==> src/common/tmr_pkg.sv <==
// Purpose: Shared constants for the dual timer/counter block
// Assumes: APB word registers, byte address = 4 * register index
// Notes:   Summary of the behaviour follows
//
// Summary of operation
// - Mode 11 splits unit 0 into two independent 8-bit counters
// - In split mode low carry sets flag 0, high carry sets flag 1
// - Source select 0 counts oscillator divided by 12 (machine cycle)
// - Source select 1 counts pulses on the unit's external count pin
// - Gate bit 0: run bit alone starts and stops counting
// - Gate bit 1: count only while run bit and interrupt pin high
// - Mode register at index 89H, low nibble unit 0, high nibble unit 1
// - Each unit has a run bit in the control register
// - Overflow flag set by carry, cleared when its interrupt is serviced
package tmr_pkg;

    localparam int unsigned ADDR_W = 12;

    // Register indices; byte address is four times the index
    localparam logic [9:0] IDX_CTRL      = 10'h088;
    localparam logic [9:0] IDX_MODE      = 10'h089;
    localparam logic [9:0] IDX_U0_LOW    = 10'h08a;
    localparam logic [9:0] IDX_U1_LOW    = 10'h08b;
    localparam logic [9:0] IDX_U0_HIGH   = 10'h08c;
    localparam logic [9:0] IDX_U1_HIGH   = 10'h08d;

    // Control register fields
    localparam int unsigned CTRL_RUN0    = 4;
    localparam int unsigned CTRL_FLAG0   = 5;
    localparam int unsigned CTRL_RUN1    = 6;
    localparam int unsigned CTRL_FLAG1   = 7;

    // Mode nibble fields, nibble base is 4 * unit
    localparam int unsigned MODE_LSB     = 0;
    localparam int unsigned MODE_SRC     = 2;
    localparam int unsigned MODE_GATE    = 3;
    localparam int unsigned NIBBLE_W     = 4;

    localparam logic [1:0] MODE_PRESCALE = 2'h0;
    localparam logic [1:0] MODE_WIDE     = 2'h1;
    localparam logic [1:0] MODE_RELOAD   = 2'h2;
    localparam logic [1:0] MODE_SPLIT    = 2'h3;

    // Reset values
    localparam logic [7:0] MODE_RST      = 8'h00;
    localparam logic [7:0] CNT_RST       = 8'h00;

    // Machine cycle is twelve oscillator periods
    localparam int unsigned MC_DIV       = 12;
    localparam logic [3:0]  MC_LAST      = 4'(MC_DIV - 1);

endpackage : tmr_pkg

==> src/common/tmr_tick_if.sv <==
// Purpose: Count ticks and gate levels from the pin conditioner
// Assumes: Single clock domain
// Notes:   Index 0 is unit 0, index 1 is unit 1
`timescale 1ns/10ps
`default_nettype none
interface tmr_tick_if;
    logic       mc_tick;
    logic [1:0] ext_tick;
    logic [1:0] gate_lvl;

    modport src (output mc_tick, output ext_tick, output gate_lvl);
    modport dst (input mc_tick, input ext_tick, input gate_lvl);
endinterface : tmr_tick_if
`default_nettype wire

==> src/rtl/tmr_tick_gen.sv <==
// Purpose: Machine-cycle divider and pin synchronisers
// Assumes: Pins are asynchronous to the oscillator clock
// Notes:   External count pulse is a synchronised falling edge
`timescale 1ns/10ps
`default_nettype none
module tmr_tick_gen (
    // Clock and reset
    input  wire logic       clk_i,
    input  wire logic       rst_i,
    // Pins: count pins in [1:0], interrupt pins in [3:2]
    input  wire logic [3:0] pins_i,
    // Ticks to the counters
    tmr_tick_if.src         tick
);

    logic [3:0] div_q, div_d;
    logic [3:0] sync1_q, sync2_q;
    logic [1:0] prev_q;

    ////////////////////////////////////////////////////////////////////////
    always_comb begin
        div_d = (div_q == tmr_pkg::MC_LAST) ? 4'h0 : div_q + 4'h1;
    end

    always_ff @(posedge clk_i or posedge rst_i) begin
        if (rst_i) begin
            div_q   <= 4'h0;
            sync1_q <= 4'h0;
            sync2_q <= 4'h0;
            prev_q  <= 2'h0;
        end else begin
            div_q   <= div_d;
            sync1_q <= pins_i;
            sync2_q <= sync1_q;
            prev_q  <= sync2_q[1:0];
        end
    end

    ////////////////////////////////////////////////////////////////////////
    assign tick.mc_tick  = (div_q == tmr_pkg::MC_LAST);
    assign tick.ext_tick = prev_q & ~sync2_q[1:0];
    assign tick.gate_lvl = sync2_q[3:2];
endmodule : tmr_tick_gen
`default_nettype wire

==> src/rtl/tmr_dual_timer.sv <==
// Purpose: Two timer/counters with mode, run, gate and overflow flags
// Assumes: APB slave, zero wait states, service acks from same clock
// Notes:   Read data is captured in the setup cycle
`timescale 1ns/10ps
`default_nettype none
module tmr_dual_timer (
    // Clock and reset
    input  wire logic                       CLOCK_I,
    input  wire logic                       RST_I,
    // APB slave
    input  wire logic                       PSEL_I,
    input  wire logic                       PENABLE_I,
    input  wire logic                       PWRITE_I,
    input  wire logic [tmr_pkg::ADDR_W-1:0] PADDR_I,
    input  wire logic [31:0]                PWDATA_I,
    output logic      [31:0]                PRDATA_O,
    output logic                            PREADY_O,
    output logic                            PSLVERR_O,
    // Pins
    input  wire logic                       UNIT_A_COUNT_PIN_I,
    input  wire logic                       UNIT_B_COUNT_PIN_I,
    input  wire logic                       EXT_IRQ_A_PIN_I,
    input  wire logic                       EXT_IRQ_B_PIN_I,
    // Interrupt controller side
    input  wire logic                       UNIT0_SERVICED_I,
    input  wire logic                       UNIT1_SERVICED_I,
    output logic                            UNIT0_OVERFLOW_FLAG_O,
    output logic                            UNIT1_OVERFLOW_FLAG_O
);

    tmr_tick_if tick ();

    tmr_tick_gen u_tick (
        .clk_i  (CLOCK_I),
        .rst_i  (RST_I),
        .pins_i ({EXT_IRQ_B_PIN_I, EXT_IRQ_A_PIN_I,
                  UNIT_B_COUNT_PIN_I, UNIT_A_COUNT_PIN_I}),
        .tick   (tick)
    );

    ////////////////////////////////////////////////////////////////////////
    // Bus decode
    logic       access, setup, hit, wr;
    logic [9:0] idx;
    logic [7:0] wbyte;
    logic       wr_ctrl, wr_mode;
    logic [1:0] wr_low, wr_high;
    logic       cnt_wr;

    assign access  = PSEL_I & PENABLE_I;
    assign setup   = PSEL_I & ~PENABLE_I;
    assign idx     = PADDR_I[tmr_pkg::ADDR_W-1:2];
    assign hit     = (PADDR_I[1:0] == 2'h0) &&
                     (idx >= tmr_pkg::IDX_CTRL) && (idx <= tmr_pkg::IDX_U1_HIGH);
    assign wr      = access & PWRITE_I & hit;
    assign wbyte   = PWDATA_I[7:0];
    assign wr_ctrl = wr && (idx == tmr_pkg::IDX_CTRL);
    assign wr_mode = wr && (idx == tmr_pkg::IDX_MODE);
    assign wr_low  = {wr && (idx == tmr_pkg::IDX_U1_LOW),
                      wr && (idx == tmr_pkg::IDX_U0_LOW)};
    assign wr_high = {wr && (idx == tmr_pkg::IDX_U1_HIGH),
                      wr && (idx == tmr_pkg::IDX_U0_HIGH)};
    assign cnt_wr  = |{wr_low, wr_high};

    assign PREADY_O  = 1'b1;
    assign PSLVERR_O = access & ~hit;

    ////////////////////////////////////////////////////////////////////////
    // Configuration and status state
    logic [7:0]  mode_q, mode_d;
    logic [1:0]  run_q, run_d;
    logic [1:0]  flag_q, flag_d;
    logic [31:0] rdata_q, rdata_d;
    logic [7:0]  ctrl_view;

    assign ctrl_view = {flag_q[1], run_q[1], flag_q[0], run_q[0], 4'h0};

    ////////////////////////////////////////////////////////////////////////
    // Counter state
    logic [7:0] low_q  [2];
    logic [7:0] high_q [2];
    logic [7:0] low_d  [2];
    logic [7:0] high_d [2];
    logic [1:0] step, carry;
    logic       split, high_step, high_carry;
    logic [1:0] set_flag;

    always_comb begin
        logic [1:0]  m;
        logic [13:0] s13;
        logic [16:0] s16;
        logic [8:0]  s8;
        m     = 2'h0;
        s13   = 14'h0;
        s16   = 17'h0;
        s8    = 9'h0;
        step  = 2'h0;
        carry = 2'h0;
        split = (mode_q[tmr_pkg::MODE_LSB +: 2] == tmr_pkg::MODE_SPLIT);
        for (int u = 0; u < 2; u++) begin
            m         = mode_q[u*tmr_pkg::NIBBLE_W + tmr_pkg::MODE_LSB +: 2];
            low_d[u]  = low_q[u];
            high_d[u] = high_q[u];
            // Gate off: run bit alone, gate on: run bit and pin
            step[u]   = run_q[u] &
                        (~mode_q[u*tmr_pkg::NIBBLE_W + tmr_pkg::MODE_GATE] |
                         tick.gate_lvl[u]) &
                        (mode_q[u*tmr_pkg::NIBBLE_W + tmr_pkg::MODE_SRC] ?
                         tick.ext_tick[u] : tick.mc_tick);
            if (u == 1 && m == tmr_pkg::MODE_SPLIT) begin
                step[u] = 1'b0;
            end
            if (step[u]) begin
                unique case (m)
                    tmr_pkg::MODE_PRESCALE: begin
                        s13 = {1'b0, high_q[u], low_q[u][4:0]} + 14'h1;
                        {carry[u], high_d[u], low_d[u][4:0]} = s13;
                    end
                    tmr_pkg::MODE_WIDE: begin
                        s16 = {1'b0, high_q[u], low_q[u]} + 17'h1;
                        {carry[u], high_d[u], low_d[u]} = s16;
                    end
                    tmr_pkg::MODE_RELOAD: begin
                        s8 = {1'b0, low_q[u]} + 9'h1;
                        carry[u] = s8[8];
                        low_d[u] = s8[8] ? high_q[u] : s8[7:0];
                    end
                    tmr_pkg::MODE_SPLIT: begin
                        s8 = {1'b0, low_q[u]} + 9'h1;
                        {carry[u], low_d[u]} = s8;
                    end
                endcase
            end
            if (wr_low[u]) begin
                low_d[u] = wbyte;
            end
        end
        // Split high byte borrows unit 1 run bit and the machine cycle
        high_step  = split & run_q[1] & tick.mc_tick;
        high_carry = 1'b0;
        if (high_step) begin
            s8         = {1'b0, high_q[0]} + 9'h1;
            high_carry = s8[8];
            high_d[0]  = s8[7:0];
        end
        for (int u = 0; u < 2; u++) begin
            if (wr_high[u]) begin
                high_d[u] = wbyte;
            end
        end
        set_flag = {carry[1] | high_carry, carry[0]};
    end

    ////////////////////////////////////////////////////////////////////////
    // Registers; a hardware set beats a same-cycle clear
    always_comb begin
        mode_d = wr_mode ? wbyte : mode_q;
        run_d  = wr_ctrl ? {wbyte[tmr_pkg::CTRL_RUN1], wbyte[tmr_pkg::CTRL_RUN0]}
                         : run_q;
        flag_d = set_flag |
                 (wr_ctrl ? {wbyte[tmr_pkg::CTRL_FLAG1], wbyte[tmr_pkg::CTRL_FLAG0]}
                          : flag_q & ~{UNIT1_SERVICED_I, UNIT0_SERVICED_I});
        rdata_d = rdata_q;
        if (setup) begin
            rdata_d = 32'h0;
            unique case (idx)
                tmr_pkg::IDX_CTRL:    rdata_d[7:0] = ctrl_view;
                tmr_pkg::IDX_MODE:    rdata_d[7:0] = mode_q;
                tmr_pkg::IDX_U0_LOW:  rdata_d[7:0] = low_q[0];
                tmr_pkg::IDX_U1_LOW:  rdata_d[7:0] = low_q[1];
                tmr_pkg::IDX_U0_HIGH: rdata_d[7:0] = high_q[0];
                tmr_pkg::IDX_U1_HIGH: rdata_d[7:0] = high_q[1];
                default:              rdata_d      = 32'h0;
            endcase
        end
    end

    always_ff @(posedge CLOCK_I or posedge RST_I) begin
        if (RST_I) begin
            mode_q    <= tmr_pkg::MODE_RST;
            run_q     <= 2'h0;
            flag_q    <= 2'h0;
            rdata_q   <= 32'h0;
            low_q[0]  <= tmr_pkg::CNT_RST;
            low_q[1]  <= tmr_pkg::CNT_RST;
            high_q[0] <= tmr_pkg::CNT_RST;
            high_q[1] <= tmr_pkg::CNT_RST;
        end else begin
            mode_q    <= mode_d;
            run_q     <= run_d;
            flag_q    <= flag_d;
            rdata_q   <= rdata_d;
            low_q[0]  <= low_d[0];
            low_q[1]  <= low_d[1];
            high_q[0] <= high_d[0];
            high_q[1] <= high_d[1];
        end
    end

    assign PRDATA_O              = rdata_q;
    assign UNIT0_OVERFLOW_FLAG_O = flag_q[0];
    assign UNIT1_OVERFLOW_FLAG_O = flag_q[1];
endmodule : tmr_dual_timer
`default_nettype wire

==> config.mk <==
export PLATFORM = sky130hd
export DESIGN_NAME = tmr_dual_timer
export DESIGN_NICKNAME = d
export VERILOG_FILES = /design/src/common/tmr_pkg.sv /design/src/common/tmr_tick_if.sv /design/src/rtl/tmr_tick_gen.sv /design/src/rtl/tmr_dual_timer.sv
export SDC_FILE = /design/constraint.sdc
export NUM_CORES = 1
export LEC_CHECK = 0
export ABC_AREA = 1
export BUFFER_PORTS_ARGS = -buffer_cell sky130_fd_sc_hd__buf_4
export CAP_MARGIN = 20
export CELL_PAD_IN_SITES_DETAIL_PLACEMENT = 1
export CELL_PAD_IN_SITES_GLOBAL_PLACEMENT = 1
export CORE_ASPECT_RATIO = 1.2
export CORE_UTILIZATION = 36
export CTS_CLUSTER_SIZE = 20
export DETAILED_ROUTE_END_ITERATION = 7
export GPL_TIMING_DRIVEN = 0
export PLACE_DENSITY = 0.86
export SLEW_MARGIN = 20
export SYNTH_ARGS = -nofsm -noshare
export SYNTH_HDL_FRONTEND = slang
export SYNTH_HIERARCHICAL = 1
export SYNTH_SLANG_ARGS = --single-unit
==> constraint.sdc <==
create_clock -name CLOCK_I -period 2.05 [get_ports CLOCK_I]
set_input_delay 0.1025 -clock CLOCK_I [delete_from_list [all_inputs] [get_ports CLOCK_I]]
set_output_delay 0.1025 -clock CLOCK_I [all_outputs]
set_load 0.02 [all_outputs]
==> reports/qor.yml, run 1 <==
area_growth_pct: 23.3
grt-ovfl-total: 0
yosys_warnings: 6
rsz0062_at_grt: "true"
track_usage_pct: 26.7
synth-compound-area-share_pct: 7.33
p_comb_share_pct: 8.0
fin_nets: 912
hpwlAfterDp_um: 13000
cts_root_buf: "clkbuf_16"
clk_pin_slew_worst_paths_ns: 0.07
drive_gt1_share_pct: 17.0
stdcell_count: 1022
numCtsBuffers: 9
netlist-cell-type-count: 34
cpLargestDelayFamily: "simple AND/OR/NAND/NOR gates"
clockPowerShare_pct: 51.4
worstSetupPathType: "reg -> reg"
setup_violations: 0
synth_area_leaders: "dfrtp_1 (34%), nand2_1 (18%), nand3_1 (11%), inv_1 (6.9%), nor2_1 (5.0%)"
vias: 5342
path_cells: "ha_4 > nand3_4 > inv_4 > inv_2 > o21ai_2 > nand3_2 > nor2_4 > buf_6 > nand3_1 > xor2_1 > nand2_1 > nand2_1"
r2r_setup_slack_ns: 0.10
fp.dieArea_um2: 14100
pin_count: 91
cp_num_cells: 12
min_period_over_period_pct: 95.1
synth_top_family_by_area: "simple AND/OR/NAND/NOR gates"
synth_seq_cells: 66
yosysTopAreaCell: "dfrtp_1"
fillCellCount: 1779
critPathLaunch: "u_tick/div_q[1]"
finalHoldViolations: 0
antenna_found_initial: 0
slowest_stage: "dfrtp_1"
wl_per_cell_um: 17.6
worstSkewPairLatency_ns: 0.35
ys.flop_type: "dfrtp_1"
fmaxAchievable_mhz: 513
finish.utilization_pct: 45.6
drc: 0
cp-start-kind: "register"
p_sw_share_pct: 26.9
post-synth-top-count-cell: "nand2_1"
first_global_vias: 5594
synth_edf_count: 0
worst_hold_slack_ns: 0.0371
p_seq_share_pct: 40.6
io_buffers: 41
reg2reg_from: "u_tick/div_q[1]"
crit_path_end: "high_q[1]"
p_int_mw: 2.37
finClkSkew_ns: 0.0112
synth-xor-area-share_pct: 2.67
worstPathMaxFanout: 5
cts_num_sinks: 66
maxCapViolCount: 0
place_ws_ns: -0.431
crit_path_frequent_cell: "nand2_1"
finalWeightedCongestion: 0.923
slowest_delay_ns: 0.42
holdCritPathClass: "in -> reg"
synth_top_area_share_pct: 33.6
critPathArrivalTime_ns: 2.19
synth-simple-area-share_pct: 41.3
grt_max_degree: 53
setup_slack_ns: 0.101
drt-total-wl_um: 18000
postSynth.asyncResetShare_pct: 100
p_leak_nw: 2.95
grt_pass1_wl_um: 28300
dpl.cell_count: 990
drtAntennaViolNets: 0
crit_buf_inv: 3
yosys-top-cells-count: "nand2_1 (237), nand3_1 (112), inv_1 (90)"
min_period_ns: 1.95
die_w_um: 109
placeableCoreArea_um2: 13300
drt-vias-per-instance: 5.23
synthMuxAreaShare_pct: 0
synth_fa_ha_area_share_pct: 2.04
clock_path_buffers: 2
firstDrtPassIters: 4
syn_area_um2: 4920
initial_core_util_pct: 37.0
reg2regPathDepth: 12
tritoncts: "built"
num_antenna_cells: 0
slew_violations: 0
power.switching_mw: 0.872
worst_slew_pin_slew_ns: 0.708
drt-initial-drc-count: 254
p_per_area_nw_per_um2: 535
num_rows: 46
peakVddDrop_mv: 0.331
avgSynthCellArea_um2: 6.49
die_h_um: 130
syn-instance-count: 758
seq_area_frac_synth_pct: 33.6
htree_levels: 3
status: "completed"
fin_tns_setup_ns: 0
critical_path_required_ns: 2.29
max-slew-margin-rel_pct: 52.6
r2r_end: "high_q[1]"
cp-end-kind: "register"
==> worst min path at each step <==
| stage | depth (start not counted) | start | to | slack [ns] |
|---|---|---|---|---|
| floorplan | 1 | RST_I | u_tick/div_q[0] | -0.008 |
| global placement | 2 | RST_I | u_tick/div_q[3] | 0.17 |
| detailed placement | 2 | RST_I | u_tick/div_q[3] | 0.19 |
| CTS | 4 | UNIT1_SERVICED_I | flag_q[1] | 0.04 |
| global route | 4 | UNIT0_SERVICED_I | flag_q[0] | 0.07 |
| finish | 4 | UNIT1_SERVICED_I | flag_q[1] | 0.04 |
==> per-stage QoR <==
stage | total power, mW | area, µm²
2_1_floorplan | 1.48 | 5000
3_3_place_gp | 1.58 | 5520
3_5_place_dp | 1.59 | 5530
4_1_cts | 3.23 | 5930
5_1_grt | 3.31 | 6060
6_report | 3.24 | 6060
==> flip-flops by register name (all words and copies together) (netlist names) <==
| signal | cells |
|---|---|
| low_q | 16 |
| u_tick/sync1_q | 4 |
| u_tick/div_q | 4 |
| mode_q | 8 |
| u_tick/sync2_q | 4 |
| u_tick/prev_q | 2 |
| flag_q | 2 |
| high_q | 16 |
| PRDATA_O | 8 |
| run_q | 2 |
==> cells in the final DEF, fill, tap and decap left out, drive strengths merged <==
| master | count |
|---|---|
| nand3 | 116 |
| nand4 | 19 |
| ha | 8 |
| a31oi | 1 |
| bufinv | 1 |
| clkinv | 1 |
| a21oi | 21 |
| inv | 99 |
| clkinvlp | 1 |
| o211ai | 1 |
| nand2 | 237 |
| xnor2 | 1 |
| or2 | 3 |
| nor2 | 74 |
| nor3b | 1 |
| o21ai | 38 |
| nor3 | 9 |
| o21bai | 1 |
| a22oi | 1 |
| nand3b | 5 |
| conb | 25 |
| dfrtp | 66 |
| xor2 | 14 |
| buf | 89 |
| o22ai | 4 |
| clkbuf | 13 |
| dlygate4sd3 | 5 |
==> kinds of logic after synthesis <==
logic type,Yosys count
AND/OR/NAND/NOR,464
XOR/XNOR,15
other,2
AO/OA/AOI/OAI,67
buffers and inverters,136
flip-flops,66
adder cells (fa/ha/maj),8
==> power groups by stage <==
stage,Combinational [mW],Sequential [mW],Clock [mW]
after detailed placement,0.245,1.34,0
after floorplan,0.145,1.34,0
after global routing,0.280,1.32,1.71
after CTS,0.255,1.32,1.66
after global placement,0.244,1.34,0
final,0.259,1.32,1.66
==> what timing repair did <==
item | in CTS | in global routing
endpoints found under the hold margin | 70 | 0
setup endpoints to repair | 24 | 26
buffers inserted | 3 | 9
hold buffers | 5 | 0
pin swaps | 3 | 7
resized for setup | 11 | 22
==> layout make-up <==
cell class / count / area [µm²] / share of cell area, %
Tap cell: 168 / 210 / 3.47
Timing Repair Buffer: 58 / 455 / 7.51
Clock buffer: 9 / 225 / 3.71
Buffer: 40 / 274 / 4.52
Sequential cell: 66 / 1650 / 27.2
Multi-Input combinational cell: 579 / 2800 / 46.2
Inverter: 95 / 364 / 6.00
Clock inverter: 7 / 81.3 / 1.34
==> layer usage <==
layer | track usage [%] | up-vias | wire length (µm)
met1 | 30.9 | 2574 | 7150
met3 | 4.20 | 52 | 780
li1 | - | 2570 | -
met2 | 46.8 | 146 | 9170
met5 | 0 | - | 0
met4 | 14.8 | 0 | 872
==> worst register-to-register path, cell delays in order, from the launching register on <==
cell and delay [ns]:
dfrtp_1 0.42, ha_4 0.18, nand3_4 0.09, inv_4 0.09
inv_2 0.05, o21ai_2 0.16, nand3_2 0.16, nor2_4 0.23
buf_6 0.14, nand3_1 0.07, xor2_1 0.15, nand2_1 0.06
nand2_1 0.04
(Power assumes the default switching activity.)
==> run 2: changes to the inputs <==
--- a/config.mk
+++ b/config.mk
@@ -6,8 +6,7 @@
 export NUM_CORES = 1
 export LEC_CHECK = 0
 export ABC_AREA = 1
-export BUFFER_PORTS_ARGS = -buffer_cell sky130_fd_sc_hd__buf_4
-export CAP_MARGIN = 20
+export BUFFER_PORTS_ARGS = -buffer_cell sky130_fd_sc_hd__buf_2
 export CELL_PAD_IN_SITES_DETAIL_PLACEMENT = 1
 export CELL_PAD_IN_SITES_GLOBAL_PLACEMENT = 1
 export CORE_ASPECT_RATIO = 1.2
@@ -19,5 +18,4 @@
 export SLEW_MARGIN = 20
 export SYNTH_ARGS = -nofsm -noshare
 export SYNTH_HDL_FRONTEND = slang
-export SYNTH_HIERARCHICAL = 1
 export SYNTH_SLANG_ARGS = --single-unit
==> run 2 against run 1 <==
  * Clock power about the same
  * Core utilization down 1.3 points
  * Critical path type unchanged
  * Final area is 0.54% higher
  * Worst setup slack worse by 0.020 ns
  * Maximum frequency decreased by 0.99%
  * Synthesized cell count rose by 4.1%
  * Largest power group unchanged
==> reports/qor.yml, run 2 <==
status: "completed"
holdCritPathClass: "in -> reg"
worst_slew_pin_slew_ns: 0.622
fillCellCount: 1879
antenna_found_initial: 0
htree_levels: 3
dpl.cell_count: 1024
slew_violations: 0
ys.flop_type: "dfrtp_1"
drive_gt1_share_pct: 15.9
stdcell_count: 1053
cp-end-kind: "register"
yosys-top-cells-count: "nand2_1 (277), nand3_1 (96), inv_1 (86)"
clock_path_buffers: 2
track_usage_pct: 25.8
layout_commonest_cell: "nand2_1"
layout_common_cells: "nand2_1 (277), nand3_1 (93), inv_1 (84)"
r2r_setup_slack_ns: 0.08
max-slew-margin-rel_pct: 58.1
finish.utilization_pct: 44.3
critical_path_required_ns: 2.34
min_period_ns: 1.97
setup_violations: 0
p_sw_share_pct: 25.0
cts_num_sinks: 66
hpwlAfterDp_um: 14000
syn-instance-count: 789
worstSkewPairLatency_ns: 0.35
finalWeightedCongestion: 0.934
synth_area_leaders: "dfrtp_1 (33%), nand2_1 (20%), nand3_1 (9.5%), inv_1 (6.4%), nor2_1 (5.1%)"
p_leak_nw: 3.15
vias: 5597
firstDrtPassIters: 5
syn_area_um2: 5080
reg2regPathDepth: 11
multi_input_area_um2: 2980
num_antenna_cells: 0
synth_top_area_share_pct: 32.5
critPathArrivalTime_ns: 2.26
synth_edf_count: 0
finalHoldViolations: 0
worst_hold_slack_ns: 0.0234
area_growth_pct: 20.0
setup_slack_ns: 0.0819
p_int_mw: 2.41
wl_per_cell_um: 17.1
area.sequential_um2: 1650
drt-initial-drc-count: 345
initial_core_util_pct: 36.9
postSynth.asyncResetShare_pct: 100
cts_root_buf: "clkbuf_16"
first_global_vias: 5683
finClkSkew_ns: 0.00855
power.switching_mw: 0.800
tritoncts: "built"
placeableCoreArea_um2: 13800
hold_path_depth: 4
min_from: "UNIT1_SERVICED_I"
grt_max_degree: 47
seq_area_frac_synth_pct: 32.5
yosysTopAreaCell: "dfrtp_1"
grt-ovfl-total: 0
maxCapViolCount: 0
worstPathMaxFanout: 5
top_regs: "high_q x16, low_q x16"
netlist-cell-type-count: 37
fp.dieArea_um2: 14600
drt-vias-per-instance: 5.32
drt-total-wl_um: 18000
peakVddDrop_mv: 0.380
p_seq_share_pct: 41.2
grt_pass1_wl_um: 29500
avgSynthCellArea_um2: 6.44
drtAntennaViolNets: 0
die_w_um: 110
fin_area_um2: 6100
io_buffers: 40
min_period_over_period_pct: 96.0
numCtsBuffers: 9
reg2reg_from: "u_tick.div_q[0]"
yosys_warnings: 0
cp-start-kind: "register"
place_ws_ns: -0.333
r2r_end: "low_q[7]"
clockPowerShare_pct: 50.8
synth_seq_cells: 66
worstSetupPathType: "reg -> reg"
num_rows: 47
pin_count: 91
fin_tns_setup_ns: 0
drc: 0
finalPower_mw: 3.21
fmaxAchievable_mhz: 508
clk_pin_slew_worst_paths_ns: 0.06
placed_area_um2: 5610
hold_end: "flag_q[1]"
p_comb_share_pct: 7.9
die_h_um: 132
fin_nets: 940
post-synth-top-count-cell: "nand2_1"
p_per_area_nw_per_um2: 526
-- run 2: changes by cell type after synthesis, sizes merged, moves of 5 or more --
cell	delta
nand2	+49
nand3	-17
nand4	+10
o22ai	+10
a21oi	-8
buf	-5
-- run 2: power groups by stage --
stage / Sequential (mW) / Clock, mW / Combinational, mW
floorplan: 1.34 / 0 / 0.160
global placement: 1.35 / 0 / 0.234
detailed placement: 1.35 / 0 / 0.246
CTS: 1.32 / 1.66 / 0.253
global route: 1.32 / 1.71 / 0.276
finish: 1.32 / 1.63 / 0.255
-- run 2: kinds of logic (layout without fill, tap and decap cells) --
logic type	count (synthesis)	count (layout)	share of synthesized area [%]
other	2	25	0.148
flip-flops	66	66	32.5
AND/OR/NAND/NOR	497	497	42.6
XOR/XNOR	12	12	2.07
adder cells (fa/ha/maj)	8	8	1.97
AO/OA/AOI/OAI	76	76	8.94
buffers and inverters	128	198	11.7
-- run 2: how the worst max path moves through the flow --
stage,start,to,slack (ns),cells past startpoint
2_1_floorplan,low_q[0],low_q[5],0.20,9
3_3_place_gp,RST_I,low_q[0],-0.70,2
3_5_place_dp,low_q[0],low_q[5],-0.33,9
4_1_cts,u_tick.div_q[0],high_q[10],0.03,12
5_1_grt,u_tick.div_q[0],low_q[7],-0.05,11
6_report,u_tick.div_q[0],low_q[7],0.08,11
-- run 2: final cells by class --
cell class | instances | area share, %
plain buffers | 33 | 3.92
clock buffers | 12 | 4.21
clock inverters | 4 | 0.821
inverters | 95 | 5.93
multi-input cells | 618 | 49.0
flip-flops and latches | 66 | 27.1
well taps | 171 | 3.51
repair buffers | 54 | 5.54
-- run 2: repair_timing --
item | 4_1_cts | 5_1_grt
hold buffers | 5 | 0
pin swaps | 0 | 2
endpoints found under the setup margin | 22 | 25
endpoints found under the hold margin | 24 | 0
resized for setup | 8 | 12
buffers inserted | 0 | 8
-- run 2: worst max-delay path, cell delays in order (launching register included) --
cell     delay [ns]
dfrtp_1        0.36
ha_1           0.22
nand3_2        0.17
nand2_1        0.17
nand3_1        0.15
nor2_4         0.27
nand2_1        0.16
a21oi_1        0.14
nand2_1        0.06
o21ai_0        0.07
nand2_1        0.08
nand2_1        0.06
-- run 2: per-layer routing --
metal / routed length, µm / track usage [%]
met1: 7320 / 30.1
met2: 8920 / 43.8
met3: 871 / 4.97
met4: 934 / 15.3
met5: 0 / 0
==> run 3: changes to the inputs <==
--- a/config.mk
+++ b/config.mk
@@ -10,11 +10,11 @@
 export CELL_PAD_IN_SITES_DETAIL_PLACEMENT = 1
 export CELL_PAD_IN_SITES_GLOBAL_PLACEMENT = 1
 export CORE_ASPECT_RATIO = 1.2
-export CORE_UTILIZATION = 36
+export CORE_UTILIZATION = 40
 export CTS_CLUSTER_SIZE = 20
 export DETAILED_ROUTE_END_ITERATION = 7
 export GPL_TIMING_DRIVEN = 0
-export PLACE_DENSITY = 0.86
+export PLACE_DENSITY = 0.9
 export SLEW_MARGIN = 20
 export SYNTH_ARGS = -nofsm -noshare
 export SYNTH_HDL_FRONTEND = slang
==> constraint.sdc (replaced) <==
create_clock -name CLOCK_I -period 1.85 [get_ports CLOCK_I]
set_input_delay 0.0925 -clock CLOCK_I [delete_from_list [all_inputs] [get_ports CLOCK_I]]
set_output_delay 0.0925 -clock CLOCK_I [all_outputs]
set_load 0.02 [all_outputs]
==> run 3 against run 2 <==
  * Sequential share of layout area down 0.60 points
  * Sequential power up 11%
  * Hold slack gained 0.022 ns
  * Core utilization grew 6.8 points
  * Worst setup slack lost 0.022 ns
  * Clock skew is 0.0027 ns lower
  * Die area fell by 9.8%
  * Clock-buffer cell count decreased by 3
  * Combinational power grew 13%
  * Via count rose by 3.4%
==> reports/qor.yml, run 3 (synthesized netlist as in run 2, its figures left out) <==
p_sw_share_pct: 26.8
top_usage_layer: "met2"
num_antenna_cells: 0
die_h_um: 125
setup_violations: 0
grt_max_degree: 37
min_period_over_period_pct: 96.8
layout_common_cells: "nand2_1 (271), nand3_1 (91), inv_1 (80)"
fin_area_um2: 6250
hpwlAfterDp_um: 14000
placeableCoreArea_um2: 12200
htree_levels: 3
p_comb_share_pct: 8.1
clockPowerShare_pct: 50.7
worst_slew_pin_slew_ns: 0.530
crit_path_frequent_cell: "nand2_1"
min_period_ns: 1.79
drive_gt1_share_pct: 19.8
grt_pass1_wl_um: 30200
p_seq_share_pct: 41.2
drt-total-wl_um: 19400
cts_root_buf: "clkbuf_16"
vias: 5787
antenna_found_initial: 0
finish.utilization_pct: 51.1
holdCritPathClass: "in -> reg"
fillCellCount: 1686
multi_input_area_um2: 3100
worstSetupPathType: "reg -> reg"
cpLargestDelayFamily: "simple AND/OR/NAND/NOR gates"
num_rows: 44
p_int_mw: 2.61
path_cells: "ha_4 > nand2_2 > nor2_4 > nand3_2 > clkbuf_4 > o2111ai_1 > o21ai_0 > nand2_1 > nand2_1"
max-slew-margin-rel_pct: 64.6
first_global_vias: 5857
wl_per_cell_um: 18.5
slew_violations: 0
rsz0062_at_grt: "true"
clk_pin_slew_worst_paths_ns: 0.06
layout_commonest_cell: "nand2_1"
maxCapViolCount: 0
firstDrtPassIters: 5
finalPower_mw: 3.56
critPathArrivalTime_ns: 2.04
grt-ovfl-total: 0
drtAntennaViolNets: 0
die_w_um: 105
slowest_delay_ns: 0.43
crit_buf_inv: 1
drt-vias-per-instance: 5.51
drt-initial-drc-count: 324
worstPathMaxFanout: 10
cts_num_sinks: 66
grt.met3_usage_pct: 3.81
worstSkewPairLatency_ns: 0.35
initial_core_util_pct: 41.6
top_regs: "high_q x16, low_q x16"
finalHoldViolations: 0
track_usage_pct: 29.8
area.sequential_um2: 1660
power.switching_mw: 0.955
fp.dieArea_um2: 13200
io_buffers: 40
area_growth_pct: 23.0
finalWeightedCongestion: 1.00
use_met2_pct: 52.9
numCtsBuffers: 9
clock_path_buffers: 2
placed_area_um2: 5590
status: "completed"
fin_nets: 947
peakVddDrop_mv: 0.392
grtUsageMet1_pct: 33.1
cp-end-kind: "register"
finClkSkew_ns: 0.00588
p_per_area_nw_per_um2: 570
drc: 0
tritoncts: "built"
cp-start-kind: "register"
slowest_stage: "dfrtp_2"
p_leak_nw: 3.19
pin_count: 91
fmaxAchievable_mhz: 559
critical_path_required_ns: 2.10
[run 3: worst register-to-register path: cells and delay by family, from the launching register on]
kind                     cells  cell delay (ns)
AO/OA/AOI/OAI                2             0.35
buffers and inverters        1             0.22
adder cells (fa/ha/maj)      1             0.19
AND/OR/NAND/NOR              5             0.50
flip-flops                   1             0.43
[run 3: cell type report]
| class | instances | share of cell area [%] |
|---|---|---|
| multi-input cells | 618 | 49.6 |
| flip-flops and latches | 66 | 26.5 |
| repair buffers | 61 | 6.13 |
| inverters | 95 | 5.79 |
| plain buffers | 33 | 3.88 |
| clock buffers | 9 | 3.60 |
| well taps | 161 | 3.22 |
| clock inverters | 7 | 1.22 |
[run 3: final timing paths]
kind,start,slack [ns],cells past startpoint,endpoint
worst min register to register,u_tick.sync1_q[3],0.35,0,u_tick.sync2_q[3]
worst max-delay path,low_q[1],0.06,9,low_q[5]
worst min-delay path,UNIT1_SERVICED_I,0.05,4,flag_q[1]
min in group asynchronous,RST_I,0.29,3,u_tick.sync1_q[3]
worst max register to register,low_q[1],0.06,9,low_q[5]
max in group asynchronous,RST_I,1.00,4,low_q[0]
[run 3: through the flow]
stage	hold slack [ns]	setup slack [ns]	std cells	setup TNS, ns
2_1_floorplan	0.124	0.103	812	0
3_3_place_gp	0.201	-0.799	1013	-58.58
3_5_place_dp	0.123	-0.474	1014	-8.42
4_1_cts	0.0370	0.000320	1038	0
5_1_grt	0.0781	-0.0663	1050	-0.289
6_report	0.0456	0.0595	1050	0
[run 3: power groups by stage]
stage / Sequential, mW / Clock [mW] / Combinational [mW]
after detailed placement: 1.49 / 0 / 0.271
final: 1.47 / 1.81 / 0.289
after global routing: 1.47 / 1.86 / 0.312
after global placement: 1.49 / 0 / 0.259
after floorplan: 1.49 / 0 / 0.177
after CTS: 1.47 / 1.81 / 0.282
[run 3: routing by layer]
layer | vias up | wire length (µm)
met5 | - | 0
met4 | 0 | 1170
met3 | 78 | 931
met2 | 218 | 9900
met1 | 2792 | 7430
li1 | 2699 | -
[run 3: timing repair]
action	in CTS	in global routing
pin swaps	2	7
hold buffers	5	0
endpoints found under the hold margin	34	0
resized for setup	20	39
setup buffers	3	12
endpoints found under the setup margin	33	34
